[src/ackp_pkg.sv]
// Purpose: Shared constants for the application control block port.
// Assumes: One clock, synchronous active-low reset.
// Notes:   Lane slice layouts and block type field codes live here.
package ackp_pkg;
  localparam int          LANES        = 1;
  localparam int          SLICE_W      = 64;
  localparam int          BUS_W        = SLICE_W * LANES;
  localparam int          BLK_NO_W     = 4;
  localparam int          PAYLOAD_W    = 56;
  localparam int          BTF_W        = 8;
  // Default ordering field positions (MSB-first numbering 0..63 maps to
  // vector bits 63..0): zeros 0:3, number 4:7, payload 8:63
  localparam int          DEF_ZERO_HI  = 63;
  localparam int          DEF_NO_HI    = 59;
  localparam int          DEF_NO_LO    = 56;
  localparam int          DEF_PL_HI    = 55;
  // Little-endian positions: payload 63:8, zeros 7:4, number 3:0
  localparam int          LE_PL_LO     = 8;
  localparam int          LE_NO_HI     = 3;
  localparam int          LE_ZERO_HI   = 7;
  localparam int          LE_ZERO_LO   = 4;
  localparam int          NUM_BLOCKS   = 9;
  localparam logic [3:0]  MAX_BLK_NO   = 4'h8;
  localparam logic [7:0]  BTF_0        = 8'hd2;
  localparam logic [7:0]  BTF_1        = 8'h99;
  localparam logic [7:0]  BTF_2        = 8'h55;
  localparam logic [7:0]  BTF_3        = 8'hb4;
  localparam logic [7:0]  BTF_4        = 8'hcc;
  localparam logic [7:0]  BTF_5        = 8'h66;
  localparam logic [7:0]  BTF_6        = 8'h33;
  localparam logic [7:0]  BTF_7        = 8'h4b;
  localparam logic [7:0]  BTF_8        = 8'h87;
  localparam logic [7:0]  BTF_NONE     = 8'h00;

  typedef enum logic [1:0] {
    ACKP_SRC_IDLE,
    ACKP_SRC_HIGH,
    ACKP_SRC_CTRL,
    ACKP_SRC_DATA
  } ackp_src_e;
endpackage : ackp_pkg

[src/ackp_btf_enc.sv]
// Purpose: Map a block number to its block type field code.
// Assumes: Numbers above eight are flagged as undefined.
// Notes:   Pure combinational lookup.
`timescale 1ns/1ps
module ackp_btf_enc
  import ackp_pkg::*;
(
  input  wire logic [3:0] i_blk_no,
  output logic      [7:0] o_btf,
  output logic            o_ok
);
  always_comb begin
    o_ok = 1'b1;
    case (i_blk_no)
      4'h0: o_btf = BTF_0;
      4'h1: o_btf = BTF_1;
      4'h2: o_btf = BTF_2;
      4'h3: o_btf = BTF_3;
      4'h4: o_btf = BTF_4;
      4'h5: o_btf = BTF_5;
      4'h6: o_btf = BTF_6;
      4'h7: o_btf = BTF_7;
      4'h8: o_btf = BTF_8;
      default: begin
        o_btf = BTF_NONE;
        o_ok  = 1'b0;
      end
    endcase
  end
endmodule : ackp_btf_enc

[src/ackp_btf_dec.sv]
// Purpose: Map a received block type field back to its block number.
// Assumes: Only the nine control codes count as a match.
// Notes:   Pure combinational lookup.
`timescale 1ns/1ps
module ackp_btf_dec
  import ackp_pkg::*;
(
  input  wire logic [7:0] i_btf,
  output logic      [3:0] o_blk_no,
  output logic            o_hit
);
  always_comb begin
    o_hit = 1'b1;
    case (i_btf)
      BTF_0:   o_blk_no = 4'h0;
      BTF_1:   o_blk_no = 4'h1;
      BTF_2:   o_blk_no = 4'h2;
      BTF_3:   o_blk_no = 4'h3;
      BTF_4:   o_blk_no = 4'h4;
      BTF_5:   o_blk_no = 4'h5;
      BTF_6:   o_blk_no = 4'h6;
      BTF_7:   o_blk_no = 4'h7;
      BTF_8:   o_blk_no = 4'h8;
      default: begin
        o_blk_no = 4'h0;
        o_hit    = 1'b0;
      end
    endcase
  end
endmodule : ackp_btf_dec

[src/ackp_port.sv]
// Purpose: Transmit and receive port for application control blocks.
// Assumes: Single lane, i_ref_clk at 20 MHz, synchronous reset.
// Notes:   Link side is a registered block stream with a type field.
// Overview of operation
// - Control blocks rank below user flow control, above user data.
// - Payload passes through untouched; never interpreted.
// - Default slice: zeros bits 0-3, number 4-7, payload 8-63.
// - Little-endian slice: payload 63:8, zeros 7:4, number 3:0.
// - Ready is high whenever the port can take a block.
// - Ready drops while higher-priority operations are sent.
// - Every block offered while ready is high is sent, none dropped.
// - Each block goes out as eight bytes with mapped type field.
// - Only seven payload bytes carry content; one byte is header.
// - Streaming and framed link modes treat blocks alike.
// - Received type field maps back to number in chosen ordering.
// - Received blocks appear 64-bit aligned in transmit layout.
// - Receive valid pulses one cycle per block with a known type field; data then holds.
`timescale 1ns/1ps
module ackp_port
  import ackp_pkg::*;
(
  input  wire logic               i_ref_clk,
  input  wire logic               i_rst_b,
  input  wire logic               i_little_endian,
  input  wire logic               i_framed_mode,
  input  wire logic               i_clock_compensation_req,
  input  wire logic               i_channel_bonding_req,
  input  wire logic               i_native_flow_control_req,
  input  wire logic               i_user_flow_control_req,
  input  wire logic               i_user_data_valid,
  input  wire logic [BUS_W-1:0]   i_ctl_tx_data,
  input  wire logic               i_ctl_tx_valid,
  output logic                    o_ctl_tx_ready,
  output logic                    o_user_data_ready,
  output logic                    o_link_tx_valid,
  output logic                    o_link_tx_is_ctl,
  output logic [BTF_W-1:0]        o_link_tx_btf,
  output logic [PAYLOAD_W-1:0]    o_link_tx_payload,
  output logic                    o_ctl_tx_bad_no,
  input  wire logic               i_link_rx_valid,
  input  wire logic [BTF_W-1:0]   i_link_rx_btf,
  input  wire logic [PAYLOAD_W-1:0] i_link_rx_payload,
  output logic [BUS_W-1:0]        o_ctl_rx_data,
  output logic                    o_ctl_rx_valid
);
  logic                 high_busy;
  logic                 ctl_take;
  logic [3:0]           tx_no;
  logic [PAYLOAD_W-1:0] tx_pl;
  logic [7:0]           tx_btf;
  logic                 tx_ok;
  logic [3:0]           rx_no;
  logic                 rx_hit;
  logic [SLICE_W-1:0]   rx_slice;

  logic                 link_valid_ff, nxt_link_valid;
  logic                 link_ctl_ff,   nxt_link_ctl;
  logic [BTF_W-1:0]     link_btf_ff,   nxt_link_btf;
  logic [PAYLOAD_W-1:0] link_pl_ff,    nxt_link_pl;
  logic                 bad_no_ff,     nxt_bad_no;
  logic [BUS_W-1:0]     rx_data_ff,    nxt_rx_data;
  logic                 rx_valid_ff,   nxt_rx_valid;

  // Mode select is independent of streaming/framed setting
  logic                 unused_framed;
  assign unused_framed = i_framed_mode;

  // Higher-priority senders hold the link this cycle
  assign high_busy = i_clock_compensation_req | i_channel_bonding_req
                   | i_native_flow_control_req
                   | i_user_flow_control_req;
  assign o_ctl_tx_ready    = ~high_busy;
  assign ctl_take          = i_ctl_tx_valid & o_ctl_tx_ready;
  // User data only wins when no control block is offered
  assign o_user_data_ready = ~high_busy & ~i_ctl_tx_valid;

  // Lane slice unpacking (lane 0; fields identical in every lane)
  always_comb begin
    if (i_little_endian) begin
      tx_no = i_ctl_tx_data[LE_NO_HI:0];
      tx_pl = i_ctl_tx_data[SLICE_W-1:LE_PL_LO];
    end else begin
      tx_no = i_ctl_tx_data[DEF_NO_HI:DEF_NO_LO];
      tx_pl = i_ctl_tx_data[DEF_PL_HI:0];
    end
  end

  ackp_btf_enc u_enc (
    .i_blk_no (tx_no),
    .o_btf    (tx_btf),
    .o_ok     (tx_ok)
  );

  ackp_btf_dec u_dec (
    .i_btf    (i_link_rx_btf),
    .o_blk_no (rx_no),
    .o_hit    (rx_hit)
  );

  // Transmit side: accepted block becomes one eight-byte link block
  always_comb begin
    nxt_link_valid = ctl_take;
    nxt_link_ctl   = ctl_take;
    nxt_link_btf   = ctl_take ? tx_btf : BTF_NONE;
    nxt_link_pl    = ctl_take ? tx_pl : '0;
    // Undefined numbers still go out, flagged, rather than vanish
    nxt_bad_no     = ctl_take & ~tx_ok;
  end

  always_ff @(posedge i_ref_clk) begin
    if (!i_rst_b) begin
      link_valid_ff <= 1'b0;
      link_ctl_ff   <= 1'b0;
      link_btf_ff   <= BTF_NONE;
      link_pl_ff    <= '0;
      bad_no_ff     <= 1'b0;
    end else begin
      link_valid_ff <= nxt_link_valid;
      link_ctl_ff   <= nxt_link_ctl;
      link_btf_ff   <= nxt_link_btf;
      link_pl_ff    <= nxt_link_pl;
      bad_no_ff     <= nxt_bad_no;
    end
  end

  assign o_link_tx_valid   = link_valid_ff;
  assign o_link_tx_is_ctl  = link_ctl_ff;
  assign o_link_tx_btf     = link_btf_ff;
  assign o_link_tx_payload = link_pl_ff;
  assign o_ctl_tx_bad_no   = bad_no_ff;

  // Receive side: rebuild the slice in the configured ordering
  always_comb begin
    rx_slice = '0;
    if (i_little_endian) begin
      rx_slice[SLICE_W-1:LE_PL_LO] = i_link_rx_payload;
      rx_slice[LE_NO_HI:0]         = rx_no;
    end else begin
      rx_slice[DEF_NO_HI:DEF_NO_LO] = rx_no;
      rx_slice[DEF_PL_HI:0]         = i_link_rx_payload;
    end
  end

  always_comb begin
    nxt_rx_valid = i_link_rx_valid & rx_hit;
    nxt_rx_data  = rx_data_ff;
    if (nxt_rx_valid) begin
      nxt_rx_data = {LANES{rx_slice}};
    end
  end

  always_ff @(posedge i_ref_clk) begin
    if (!i_rst_b) begin
      rx_data_ff  <= '0;
      rx_valid_ff <= 1'b0;
    end else begin
      rx_data_ff  <= nxt_rx_data;
      rx_valid_ff <= nxt_rx_valid;
    end
  end

  assign o_ctl_rx_data  = rx_data_ff;
  assign o_ctl_rx_valid = rx_valid_ff;

  // Checks
  property p_ready_blocked;
    @(posedge i_ref_clk) disable iff (!i_rst_b)
      (i_clock_compensation_req || i_channel_bonding_req
        || i_native_flow_control_req || i_user_flow_control_req)
        |-> !o_ctl_tx_ready;
  endproperty
  a_ready_blocked: assert property (p_ready_blocked)
    else $error("ctl ready high during priority op");

  property p_take_sent;
    @(posedge i_ref_clk) disable iff (!i_rst_b)
      (i_ctl_tx_valid && o_ctl_tx_ready) |=>
        (o_link_tx_valid && o_link_tx_is_ctl);
  endproperty
  a_take_sent: assert property (p_take_sent)
    else $error("accepted block not sent");

  property p_no_take;
    @(posedge i_ref_clk) disable iff (!i_rst_b)
      !(i_ctl_tx_valid && o_ctl_tx_ready) |=> !o_link_tx_valid;
  endproperty
  a_no_take: assert property (p_no_take)
    else $error("block sent without handshake");

  property p_btf_zero;
    @(posedge i_ref_clk) disable iff (!i_rst_b)
      (ctl_take && tx_no == 4'h0) |=> (o_link_tx_btf == 8'hd2);
  endproperty
  a_btf_zero: assert property (p_btf_zero)
    else $error("block 0 type field wrong");

  property p_btf_eight;
    @(posedge i_ref_clk) disable iff (!i_rst_b)
      (ctl_take && tx_no == 4'h8) |=> (o_link_tx_btf == 8'h87);
  endproperty
  a_btf_eight: assert property (p_btf_eight)
    else $error("block 8 type field wrong");

  property p_payload;
    @(posedge i_ref_clk) disable iff (!i_rst_b)
      ctl_take |=> (o_link_tx_payload == ($past(i_little_endian)
        ? $past(i_ctl_tx_data[SLICE_W-1:LE_PL_LO])
        : $past(i_ctl_tx_data[DEF_PL_HI:0])));
  endproperty
  a_payload: assert property (p_payload)
    else $error("payload altered");

  property p_prio;
    @(posedge i_ref_clk) disable iff (!i_rst_b)
      i_ctl_tx_valid |-> !o_user_data_ready;
  endproperty
  a_prio: assert property (p_prio)
    else $error("user data ahead of control block");

  property p_rx_pulse;
    @(posedge i_ref_clk) disable iff (!i_rst_b)
      (i_link_rx_valid && rx_hit) |=> o_ctl_rx_valid;
  endproperty
  a_rx_pulse: assert property (p_rx_pulse)
    else $error("received block not presented");

  property p_rx_zero;
    @(posedge i_ref_clk) disable iff (!i_rst_b)
      o_ctl_rx_valid && !$past(i_little_endian) |->
        o_ctl_rx_data[DEF_ZERO_HI:DEF_NO_HI+1] == 4'h0;
  endproperty
  a_rx_zero: assert property (p_rx_zero)
    else $error("default zero nibble not zero");

  property p_rx_le_zero;
    @(posedge i_ref_clk) disable iff (!i_rst_b)
      o_ctl_rx_valid && $past(i_little_endian) |->
        o_ctl_rx_data[LE_ZERO_HI:LE_ZERO_LO] == 4'h0;
  endproperty
  a_rx_le_zero: assert property (p_rx_le_zero)
    else $error("le zero nibble not zero");

  property p_rx_once;
    @(posedge i_ref_clk) disable iff (!i_rst_b)
      !$past(i_link_rx_valid) |-> !o_ctl_rx_valid;
  endproperty
  a_rx_once: assert property (p_rx_once)
    else $error("receive valid without new block");

  property p_ready_free;
    @(posedge i_ref_clk) disable iff (!i_rst_b)
      !(i_clock_compensation_req || i_channel_bonding_req
        || i_native_flow_control_req || i_user_flow_control_req)
        |-> o_ctl_tx_ready;
  endproperty
  a_ready_free: assert property (p_ready_free)
    else $error("ctl ready low with link free");

  property p_ud_free;
    @(posedge i_ref_clk) disable iff (!i_rst_b)
      (i_user_data_valid && !i_ctl_tx_valid && o_ctl_tx_ready)
        |-> o_user_data_ready;
  endproperty
  a_ud_free: assert property (p_ud_free)
    else $error("user data held with link free");

  property p_ud_ufc;
    @(posedge i_ref_clk) disable iff (!i_rst_b)
      i_user_flow_control_req |-> !o_user_data_ready;
  endproperty
  a_ud_ufc: assert property (p_ud_ufc)
    else $error("user data ahead of flow control");

  property p_is_ctl;
    @(posedge i_ref_clk) disable iff (!i_rst_b)
      o_link_tx_is_ctl == o_link_tx_valid;
  endproperty
  a_is_ctl: assert property (p_is_ctl)
    else $error("control marker differs from valid");

  property p_idle_quiet;
    @(posedge i_ref_clk) disable iff (!i_rst_b)
      !o_link_tx_valid |->
        (o_link_tx_btf == 8'h00 && o_link_tx_payload == '0);
  endproperty
  a_idle_quiet: assert property (p_idle_quiet)
    else $error("link fields busy while idle");

  property p_bad_no;
    @(posedge i_ref_clk) disable iff (!i_rst_b)
      (ctl_take && tx_no > 4'h8) |=>
        (o_ctl_tx_bad_no && o_link_tx_btf == 8'h00);
  endproperty
  a_bad_no: assert property (p_bad_no)
    else $error("undefined number not flagged");

  property p_good_no;
    @(posedge i_ref_clk) disable iff (!i_rst_b)
      (ctl_take && tx_no <= 4'h8) |=> !o_ctl_tx_bad_no;
  endproperty
  a_good_no: assert property (p_good_no)
    else $error("defined number flagged");

  property p_rx_ignore;
    @(posedge i_ref_clk) disable iff (!i_rst_b)
      (i_link_rx_valid && !rx_hit) |=> !o_ctl_rx_valid;
  endproperty
  a_rx_ignore: assert property (p_rx_ignore)
    else $error("unknown type field presented");

  property p_rx_hold;
    @(posedge i_ref_clk) disable iff (!i_rst_b)
      !o_ctl_rx_valid |-> $stable(o_ctl_rx_data);
  endproperty
  a_rx_hold: assert property (p_rx_hold)
    else $error("receive data moved without valid");

  property p_rx_eight;
    @(posedge i_ref_clk) disable iff (!i_rst_b)
      (i_link_rx_valid && i_link_rx_btf == 8'h87) |=>
        (($past(i_little_endian) ? o_ctl_rx_data[LE_NO_HI:0]
          : o_ctl_rx_data[DEF_NO_HI:DEF_NO_LO]) == 4'h8);
  endproperty
  a_rx_eight: assert property (p_rx_eight)
    else $error("type field 8 not mapped back");
endmodule : ackp_port

[config.mk]
export PLATFORM = sky130hd
export DESIGN_NAME = ackp_port
export DESIGN_NICKNAME = d
export VERILOG_FILES = /design/src/ackp_pkg.sv /design/src/ackp_btf_enc.sv /design/src/ackp_btf_dec.sv /design/src/ackp_port.sv
export SDC_FILE = /design/constraint.sdc
export NUM_CORES = 1
export LEC_CHECK = 0
export BUFFER_PORTS_ARGS = -buffer_cell sky130_fd_sc_hd__buf_2
export CAP_MARGIN = 20
export CORE_ASPECT_RATIO = 1.2
export CORE_MARGIN = 2
export CORE_UTILIZATION = 50
export DETAILED_ROUTE_END_ITERATION = 6
export GPL_TIMING_DRIVEN = 0
export HOLD_SLACK_MARGIN = 0.03
export PLACE_DENSITY = 0.95
export SYNTH_ARGS = -nofsm -noshare
export SYNTH_HDL_FRONTEND = slang
export SYNTH_HIERARCHICAL = 1
export SYNTH_SLANG_ARGS = --single-unit
export TNS_END_PERCENT = 50
[constraint.sdc]
create_clock -name i_ref_clk -period 5.9 [get_ports i_ref_clk]
set_clock_uncertainty 0.2 [all_clocks]
set_input_delay 0.885 -clock i_ref_clk [delete_from_list [all_inputs] [get_ports i_ref_clk]]
set_output_delay 0.885 -clock i_ref_clk [all_outputs]
set_load 0.005 [all_outputs]
### Word-level counts from Yosys, hierarchy flattened

Index checks and enable logic that the tools add are counted.

* register bits: 131
* bits in latches: 0
* RAM bits: 0
* ROM bits: 0
* input port bits: 139
* output and inout bits: 134
* word-level logic and storage cells: 47
* memories kept: 0

* $add $sub $neg: 0
* multiply operators: 0
* div/mod/pow operators: 0
* $lt $le $gt $ge: 0
* eq/ne operators: 17
* shift operators: 0
* multiplexer cells: 10
* bitwise gates (word level): 10
* reduce and logical (&&, ||, !) cells: 4

Operators with widths (number)
* 8-bit one-hot mux with 9 select lines: 1
* 56-bit 2-to-1 mux: 1
* 52-bit 2-to-1 mux: 1
* 8-bit == test, second input constant: 5
* 4-bit one-hot mux with 8 select lines: 1
* 8-bit by 7-bit == test with 1-bit output, second input constant: 3
* 9-bit OR reduction: 2
* 4-bit by 3-bit == test with 1-bit output, second input constant: 4
* 4-bit 2-to-1 mux: 4
* 4-bit by 2-bit == test with 1-bit output, second input constant: 2
* 8-bit by 6-bit == test with 1-bit output, second input constant: 1
* 1-bit bitwise AND: 4
* 4-bit by 1-bit == test with 1-bit output, second input constant: 1
* 4-bit == test, second input constant: 1
* 4-bit zero test: 1
* 1-bit NOT: 3
* 1-bit OR: 3
* 1-bit 2-to-1 mux: 2
* 2-bit AND reduction: 1

### Depth between registers and ports, before layout

Gate-level depths: netlist (run 1).

* word-level depth: 6
* mapped depth: 8
* gate-level depth less buffers: 5

### Modules after synthesis

Netlist (run 1), hierarchy kept.

By module, submodules not included
* ackp_port: times used 1, cells each 522, area an instance 5426.5 um2, sequential area each 2622.5 um2
* ackp_btf_dec: times used 1, cells each 27, area an instance 255.2 um2, sequential area each 0.0 um2
* ackp_btf_enc: times used 1, cells each 32, area an instance 206.4 um2, sequential area each 0.0 um2

### Least setup slack after synthesis (run 1)

No wires, ideal clock.

* path type: input port to output port
* from: input i_channel_bonding_req
* to: output o_user_data_ready
* arrival time: 1896 ps
* path slack: 2919 ps
* stages: 5
* cells stage by stage: or4_4 > buf_6 > buf_6 > buf_6 > nor2_1

* cells in the longest elaborated chain, start to end: 5

RTL lines
* from (decl): line ackp_port.sv:27 `input wire logic i_channel_bonding_req,`
* 1-bit OR: line ackp_port.sv:69 `assign high_busy = i_clock_compensation_req | i_channel_bonding_req`
* 1-bit OR: line ackp_port.sv:70 `| i_native_flow_control_req`
* 1-bit OR: line ackp_port.sv:71 `| i_user_flow_control_req;`
* 1-bit NOT: line ackp_port.sv:75 `assign o_user_data_ready = ~high_busy & ~i_ctl_tx_valid;`
* 1-bit bitwise AND: line ackp_port.sv:75
* to (decl): line ackp_port.sv:34 `output logic o_user_data_ready,`

No other way between the ends.

### Final worst setup path (run 1)

Ends and elaborated chain as after synthesis.

==> impl_metrics.py, run 1 <==
metrics = {
    "outcome": {
        "status": "finished clean",
    },
    "clock_network": {
        "cts_sinks": 131,
        "clockBufferDepth": 2,
        "numCtsBuffers": 17,
        "clock_latency_ns": 0.42,
        "htree_levels": 4,
        "cts_resized": 0,
        "cts_tree": "built",
        "cts_root_buffer": "clkbuf_16",
        "clkTransAtPathRegs_ns": 0.06,
        "hold_buffers": 0,
        "post_cts_buffers": 0,
    },
    "synth": {
        "synth.most_common_cell": "dfxtp_1",
        "synth_commonest_cells": "dfxtp_1 (131), mux2i_1 (112), a21oi_1 (65)",
        "syn_area_per_cell_um2": 10.1,
        "synth.area.top_cells": "dfxtp_1 (45%), mux2i_1 (19%), a211oi_1 (7.3%)",
        "syn_inst": 581,
        "synth_area_um2": 5890,
        "synth_edf_count": 0,
        "yosysWarningCount": 6,
        "seq_area_frac_synth": 0.445,
        "syn_nets": 720,
        "ys_seq_elements": 131,
        "yosysUniqueCellTypes": 42,
        "synth_top_area_cell": "dfxtp_1",
        "async_reset_ff_frac": 0,
        "synth_flop_cell": "dfxtp_1",
        "yosysTopAreaCellShare": 0.445,
    },
    "worst_setup_path": {
        "crit_arrival_ns": 2.11,
        "r2r_start": "o_ctl_rx_data[5]$_SDFFE_PN0P_",
        "critical_path.cell_chain": "buf_2 > or4_4 > buf_6 > buf_6 > buf_6 > nor2_1 > buf_2",
        "start_kind": "primary input",
        "cp_max_fo": 10,
        "worst_path_max_delay_cell": "or4_4",
        "endpoint": "o_user_data_ready",
        "max_stage_delay_ns": 0.52,
        "cp-end-kind": "output port",
        "critical_path.startpoint": "i_channel_bonding_req",
        "r2r_cells": 2,
        "r2r_end": "o_ctl_rx_data[5]$_SDFFE_PN0P_",
        "crit_top_cell": "buf_6",
        "worstPathRequired_ns": 4.82,
        "worstSetupPathType": "in2out",
        "reg2reg_slack_ns": 4.91,
    },
    "floorplanning": {
        "die_area_um2": 12700,
        "die-width_um": 103,
        "die_h_um": 123,
        "row_count": 43,
        "coreArea_um2": 11500,
        "start_util": 0.511,
        "pin_count": 273,
    },
    "layout": {
        "nets": 1008,
        "diodes": 0,
        "n_fill_cell": 837,
        "fin_area_um2": 8010,
        "drive_gt1_frac": 0.417,
        "syn2layout_area_growth_pct": 36.1,
    },
    "routing": {
        "dr.pass1.iters": 7,
        "wl_um": 19900,
        "wl_per_cell_um": 19.2,
        "drc": 0,
        "ant_nets": 0,
        "drt_iter0_drc": 231,
        "routed_via_density": 5.71,
        "num_vias": 5936,
    },
    "sta": {
        "finalCritPeriodShare": 0.541,
        "finalSetupTns_ns": 0,
        "rsz0062_at_grt": "no",
        "drv_slew": 0,
        "max_freq_mhz": 313,
        "min_period_ns": 3.19,
        "finalHoldViolations": 0,
        "fin_hold_ws_ns": 0.318,
        "setup_viol": 0,
        "tightest_slew_ns": 0.583,
        "slew_headroom": 0.611,
    },
    "global_routing": {
        "track_usage": 0.305,
        "grt_first_pass_wirelength_um": 29300,
        "grt_max_degree": 17,
        "gr-total-overflow": 0,
        "grt_pass1_vias": 5806,
        "antenna_found_initial": 0,
    },
    "pwr": {
        "leakage_nw": 3.80,
        "max-vdd-ir-drop_v": 0.000180,
        "power_density_nw_per_um2": 274,
    },
    "placed_design": {
        "dpl_cell_area_um2": 7430,
        "place_congestion": 0.854,
        "io_buffers": 269,
        "dpl.hpwl_um": 15200,
    },
    "hold_path": {
        "hold_path.startpoint": "o_ctl_rx_data[11]$_SDFFE_PN0P_",
        "min-delay-path-class": "reg2reg",
    },
    "job": {
        "cap_violations": 0,
    },
}
[critical path: cells and delay by family]
family | cells | cell delay (ns)
buffers and inverters | 5 | 0.62
AND/OR/NAND/NOR | 2 | 0.60
[cell type report]
type                            instances  area, um2  share of cell area
Buffer                                 62        294              0.0367
Clock buffer                           18        429              0.0536
Clock inverter                         14        153              0.0191
Inverter                               11       41.3             0.00515
Multi-Input combinational cell        377       2930               0.366
Sequential cell                       131       2620               0.327
Tap cell                              157        196              0.0245
Timing Repair Buffer                  269       1350               0.168
[state kept, by name, summed over array words and instances, names as in the netlist]
register	flops
o_link_tx_payload	56
o_ctl_rx_data	64
o_link_tx_btf	8
o_link_tx_is_ctl	1
o_ctl_rx_valid	1
o_ctl_tx_bad_no	1
[metrics by stage]
step / instances / worst slack (ns) / utilization / power (mW)
after floorplan: 581 / 2.92 / - / 1.06
after global placement: 1007 / 2.69 / 0.645 / 1.16
after detailed placement: 1007 / 2.68 / 0.645 / 1.17
after CTS: 1039 / 2.70 / 0.696 / 2.19
after global routing: 1039 / 2.64 / 0.696 / 2.26
final: 1039 / 2.71 / 0.696 / 2.20
[kinds of logic after synthesis]
family	Yosys count	synth area share
muxes	116	0.198
AOI/OAI and AO/OA	141	0.154
DFF	131	0.445
xor gates and xnor gates	1	0.00149
and+or+nand+nor	119	0.144
buffers and inverters	73	0.0569
[cell usage in the layout (no fill, tap or decap), drive strengths merged, types with 5 or more instances in the layout]
master and n:
mux2i 112, dfxtp 131, nand4b 5, a21oi 65, nand2 5, a211oi 57, nor3 66, and4bb 13
buf 305, inv 15, nand4 5, o21ai 5, clkbuf 44, a21bo 8
[worst min-delay path by stage]
stage                     slack, ns  cells after the start                             end
after floorplan                0.31                      2  o_ctl_rx_data[59]$_SDFFE_PN0P_
after global placement         0.30                      2  o_ctl_rx_data[25]$_SDFFE_PN0P_
after detailed placement       0.31                      2  o_ctl_rx_data[57]$_SDFFE_PN0P_
after CTS                      0.32                      2   o_ctl_rx_data[3]$_SDFFE_PN0P_
after global routing           0.34                      2  o_ctl_rx_data[11]$_SDFFE_PN0P_
final                          0.32                      2  o_ctl_rx_data[11]$_SDFFE_PN0P_
[routing by layer]
metal  vias to the layer above  part of all wire  global-route usage
li1                       2744                 -                   -
met1                      2769              0.35               0.307
met2                       354              0.51               0.541
met3                        69             0.087              0.0888
met4                         0             0.051               0.191
met5                         -                 0                   0
[report_power, final]
group          switching (mW)  internal [mW]  leakage, nW
Clock                   0.415          0.626        0.274
Combinational           0.147          0.108         2.47
Sequential            0.00463          0.895         1.06
Total                   0.567           1.63         3.80
Power figures use the tool's default switching activity.
==> run 2, diff against run 1 <==
ABC_AREA = 1   (was default)
CORE_UTILIZATION = 48   (was 50)
PLACE_DENSITY = 0.91   (was 0.95)
clock period = 2.95 ns   (was 5.9 ns; I/O delays follow)
==> run 2 against run 1 <==
Against the previous run: global-route usage is 0.83 points lower; critical path depth is 5 higher; worst hold slack worse by 0.21 ns; sequential share of layout area is 1.3 points lower; register-to-register slack worse by 2.9 ns; clock-buffer cell count is 4 higher.
==> impl_metrics.py, run 2 <==
metrics = {
    "job": {
        "cap_violations": 0,
    },
    "outcome": {
        "status": "finished clean",
    },
    "sta": {
        "finalCritPeriodShare": 0.722,
        "finalHoldViolations": 0,
        "finalSetupTns_ns": 0,
        "min_period_ns": 2.13,
        "drv_slew": 0,
        "slew_headroom": 0.477,
        "setup_viol": 0,
        "tightest_slew_ns": 0.777,
        "fin_hold_ws_ns": 0.110,
        "rsz0062_at_grt": "no",
        "max_freq_mhz": 470,
    },
    "placed_design": {
        "io_buffers": 270,
        "dpl.hpwl_um": 16500,
        "place_congestion": 0.952,
        "dp.cells": 1399,
    },
    "floorplanning": {
        "pin_count": 273,
        "row_count": 45,
        "die_h_um": 129,
        "coreArea_um2": 12700,
        "start_util": 0.494,
        "die-width_um": 108,
        "die_area_um2": 14000,
    },
    "hold_path": {
        "hold_path.startpoint": "i_link_rx_payload[54]",
        "min-delay-path-class": "in2reg",
        "worst_hold_path.num_cells": 3,
        "min_to": "o_ctl_rx_data[62]$_SDFFE_PN0P_",
    },
    "clock_network": {
        "cts_resized": 0,
        "clockBufferDepth": 2,
        "cts_tree": "built",
        "cts_root_buffer": "clkbuf_16",
        "clock_latency_ns": 0.42,
        "htree_levels": 4,
        "numCtsBuffers": 17,
        "cts_sinks": 131,
        "clkTransAtPathRegs_ns": 0.05,
        "hold_buffers": 0,
        "post_cts_buffers": 0,
    },
    "pwr": {
        "max-vdd-ir-drop_v": 0.000479,
        "power_density_nw_per_um2": 505,
        "total_power_mw": 4.22,
        "leakage_nw": 4.64,
    },
    "routing": {
        "drt_iter0_drc": 631,
        "wl_um": 21000,
        "ant_nets": 0,
        "routed_via_density": 4.89,
        "dr.pass1.iters": 6,
        "drc": 0,
        "num_vias": 6988,
        "wl_per_cell_um": 14.7,
    },
    "layout": {
        "syn2layout_area_growth_pct": 33.5,
        "largest_register_ffs": 64,
        "post-route-util": 0.659,
        "final_cell_mix": "nand2_1 (319), buf_2 (304), inv_1 (138), dfxtp_1 (131), nor2_1 (84)",
        "n_fill_cell": 1091,
        "drive_gt1_frac": 0.296,
        "diodes": 0,
        "final_common_cell": "nand2_1",
        "instances_no_fill": 1430,
        "nets": 1393,
    },
    "worst_setup_path": {
        "worstSetupPathType": "in2reg",
        "r2r_end": "o_ctl_rx_data[3]$_SDFFE_PN0P_",
        "reg2reg_slack_ns": 1.98,
        "start_kind": "primary input",
        "cp_max_fo": 10,
        "r2r_cells": 4,
        "worstPathRequired_ns": 3.05,
        "r2r_start": "o_ctl_rx_data[3]$_SDFFE_PN0P_",
        "crit_arrival_ns": 2.23,
        "cp-end-kind": "flip-flop",
    },
    "synth": {
        "synth_area_um2": 6250,
        "syn_area_per_cell_um2": 6.48,
        "synth.area.top_cells": "dfxtp_1 (42%), nand2_1 (19%), inv_1 (8.3%)",
        "syn_nets": 1104,
        "seq_area_frac_synth": 0.419,
        "synth_top_area_cell": "dfxtp_1",
        "yosysTopAreaCellShare": 0.419,
        "syn_inst": 965,
        "async_reset_ff_frac": 0,
        "synth.most_common_cell": "nand2_1",
        "yosysWarningCount": 6,
        "synth_commonest_cells": "nand2_1 (319), inv_1 (138), dfxtp_1 (131)",
        "synth_flop_cell": "dfxtp_1",
        "ys_seq_elements": 131,
        "synth_edf_count": 0,
        "yosysUniqueCellTypes": 26,
    },
    "global_routing": {
        "track_usage": 0.296,
        "gr-total-overflow": 0,
        "grt_first_pass_wirelength_um": 31500,
        "antenna_found_initial": 0,
        "grt_max_degree": 17,
        "grt_pass1_vias": 6718,
    },
}
-- run 2: changes by cell type after synthesis, moves of 57 or more --
cell	previous run	this run
nand2_1	5	319
a211oi_1	57	0
inv_1	10	138
nand3_1	0	72
nor2_1	4	84
mux2i_1	112	0
-- run 2: critical path, cell delays in order --
cell	delay, ns
buf_2	0.13
inv_2	0.06
buf_4	0.18
buf_2	0.19
o21ai_0	0.64
nor2_2	0.15
nand2_2	0.14
nand3_1	0.08
nand2_1	0.07
inv_1	0.04
inv_1	0.04
nor2_1	0.03
-- run 2: worst max path at each step --
stage                               start                          end  cells past startpoint  slack [ns]
after floorplan           i_little_endian  o_link_tx_btf[0]$_SDFF_PN0_                     11        0.95
after global placement    i_little_endian  o_link_tx_btf[0]$_SDFF_PN0_                     12        0.51
after detailed placement  i_little_endian  o_link_tx_btf[0]$_SDFF_PN0_                     12        0.46
after CTS                 i_little_endian  o_link_tx_btf[0]$_SDFF_PN0_                     12        0.89
after global routing      i_little_endian  o_link_tx_btf[0]$_SDFF_PN0_                     12        0.71
final                     i_little_endian  o_link_tx_btf[0]$_SDFF_PN0_                     12        0.82
-- run 2: routing by layer --
metal  routed length (um)  up-vias  global-route usage
met5                    0        -                   0
met2                10800      364               0.549
met1                 7220     3085               0.272
li1                     -     3466                   -
met3                 2070       73               0.103
met4                  975        0               0.192
-- run 2: final cells by class --
| cell class | count | area [um2] | area share |
|---|---|---|---|
| multi-input combinational | 630 | 2780 | 0.333 |
| sequential | 131 | 2620 | 0.314 |
| timing repair buffer | 270 | 1350 | 0.162 |
| inverter | 149 | 559 | 0.0670 |
| clock buffer | 22 | 484 | 0.0580 |
| buffer | 55 | 294 | 0.0352 |
| tap | 164 | 205 | 0.0246 |
| clock inverter | 9 | 56.3 | 0.00674 |
-- run 2: logic make-up (layout without fill, tap and decap cells) --
logic type | after synthesis | after routing | share of synthesized area
simple gates | 550 | 550 | 0.378
flops | 131 | 131 | 0.419
buf+inv | 204 | 505 | 0.136
compound gates | 80 | 80 | 0.0660
-- run 2: per-stage QoR --
stage	setup WS, ns	cell area, um2
floorplan	0.950	6250
CTS	0.888	8350
global route	0.707	8350
detailed placement	0.458	7810
global placement	0.507	7810
finish	0.821	8350
-- run 2: power breakdown --
| group | switching [mW] | internal [mW] |
|---|---|---|
| sequential | 0.00980 | 1.79 |
| clock | 0.784 | 1.15 |
| combinational | 0.288 | 0.196 |
| total | 1.08 | 3.14 |
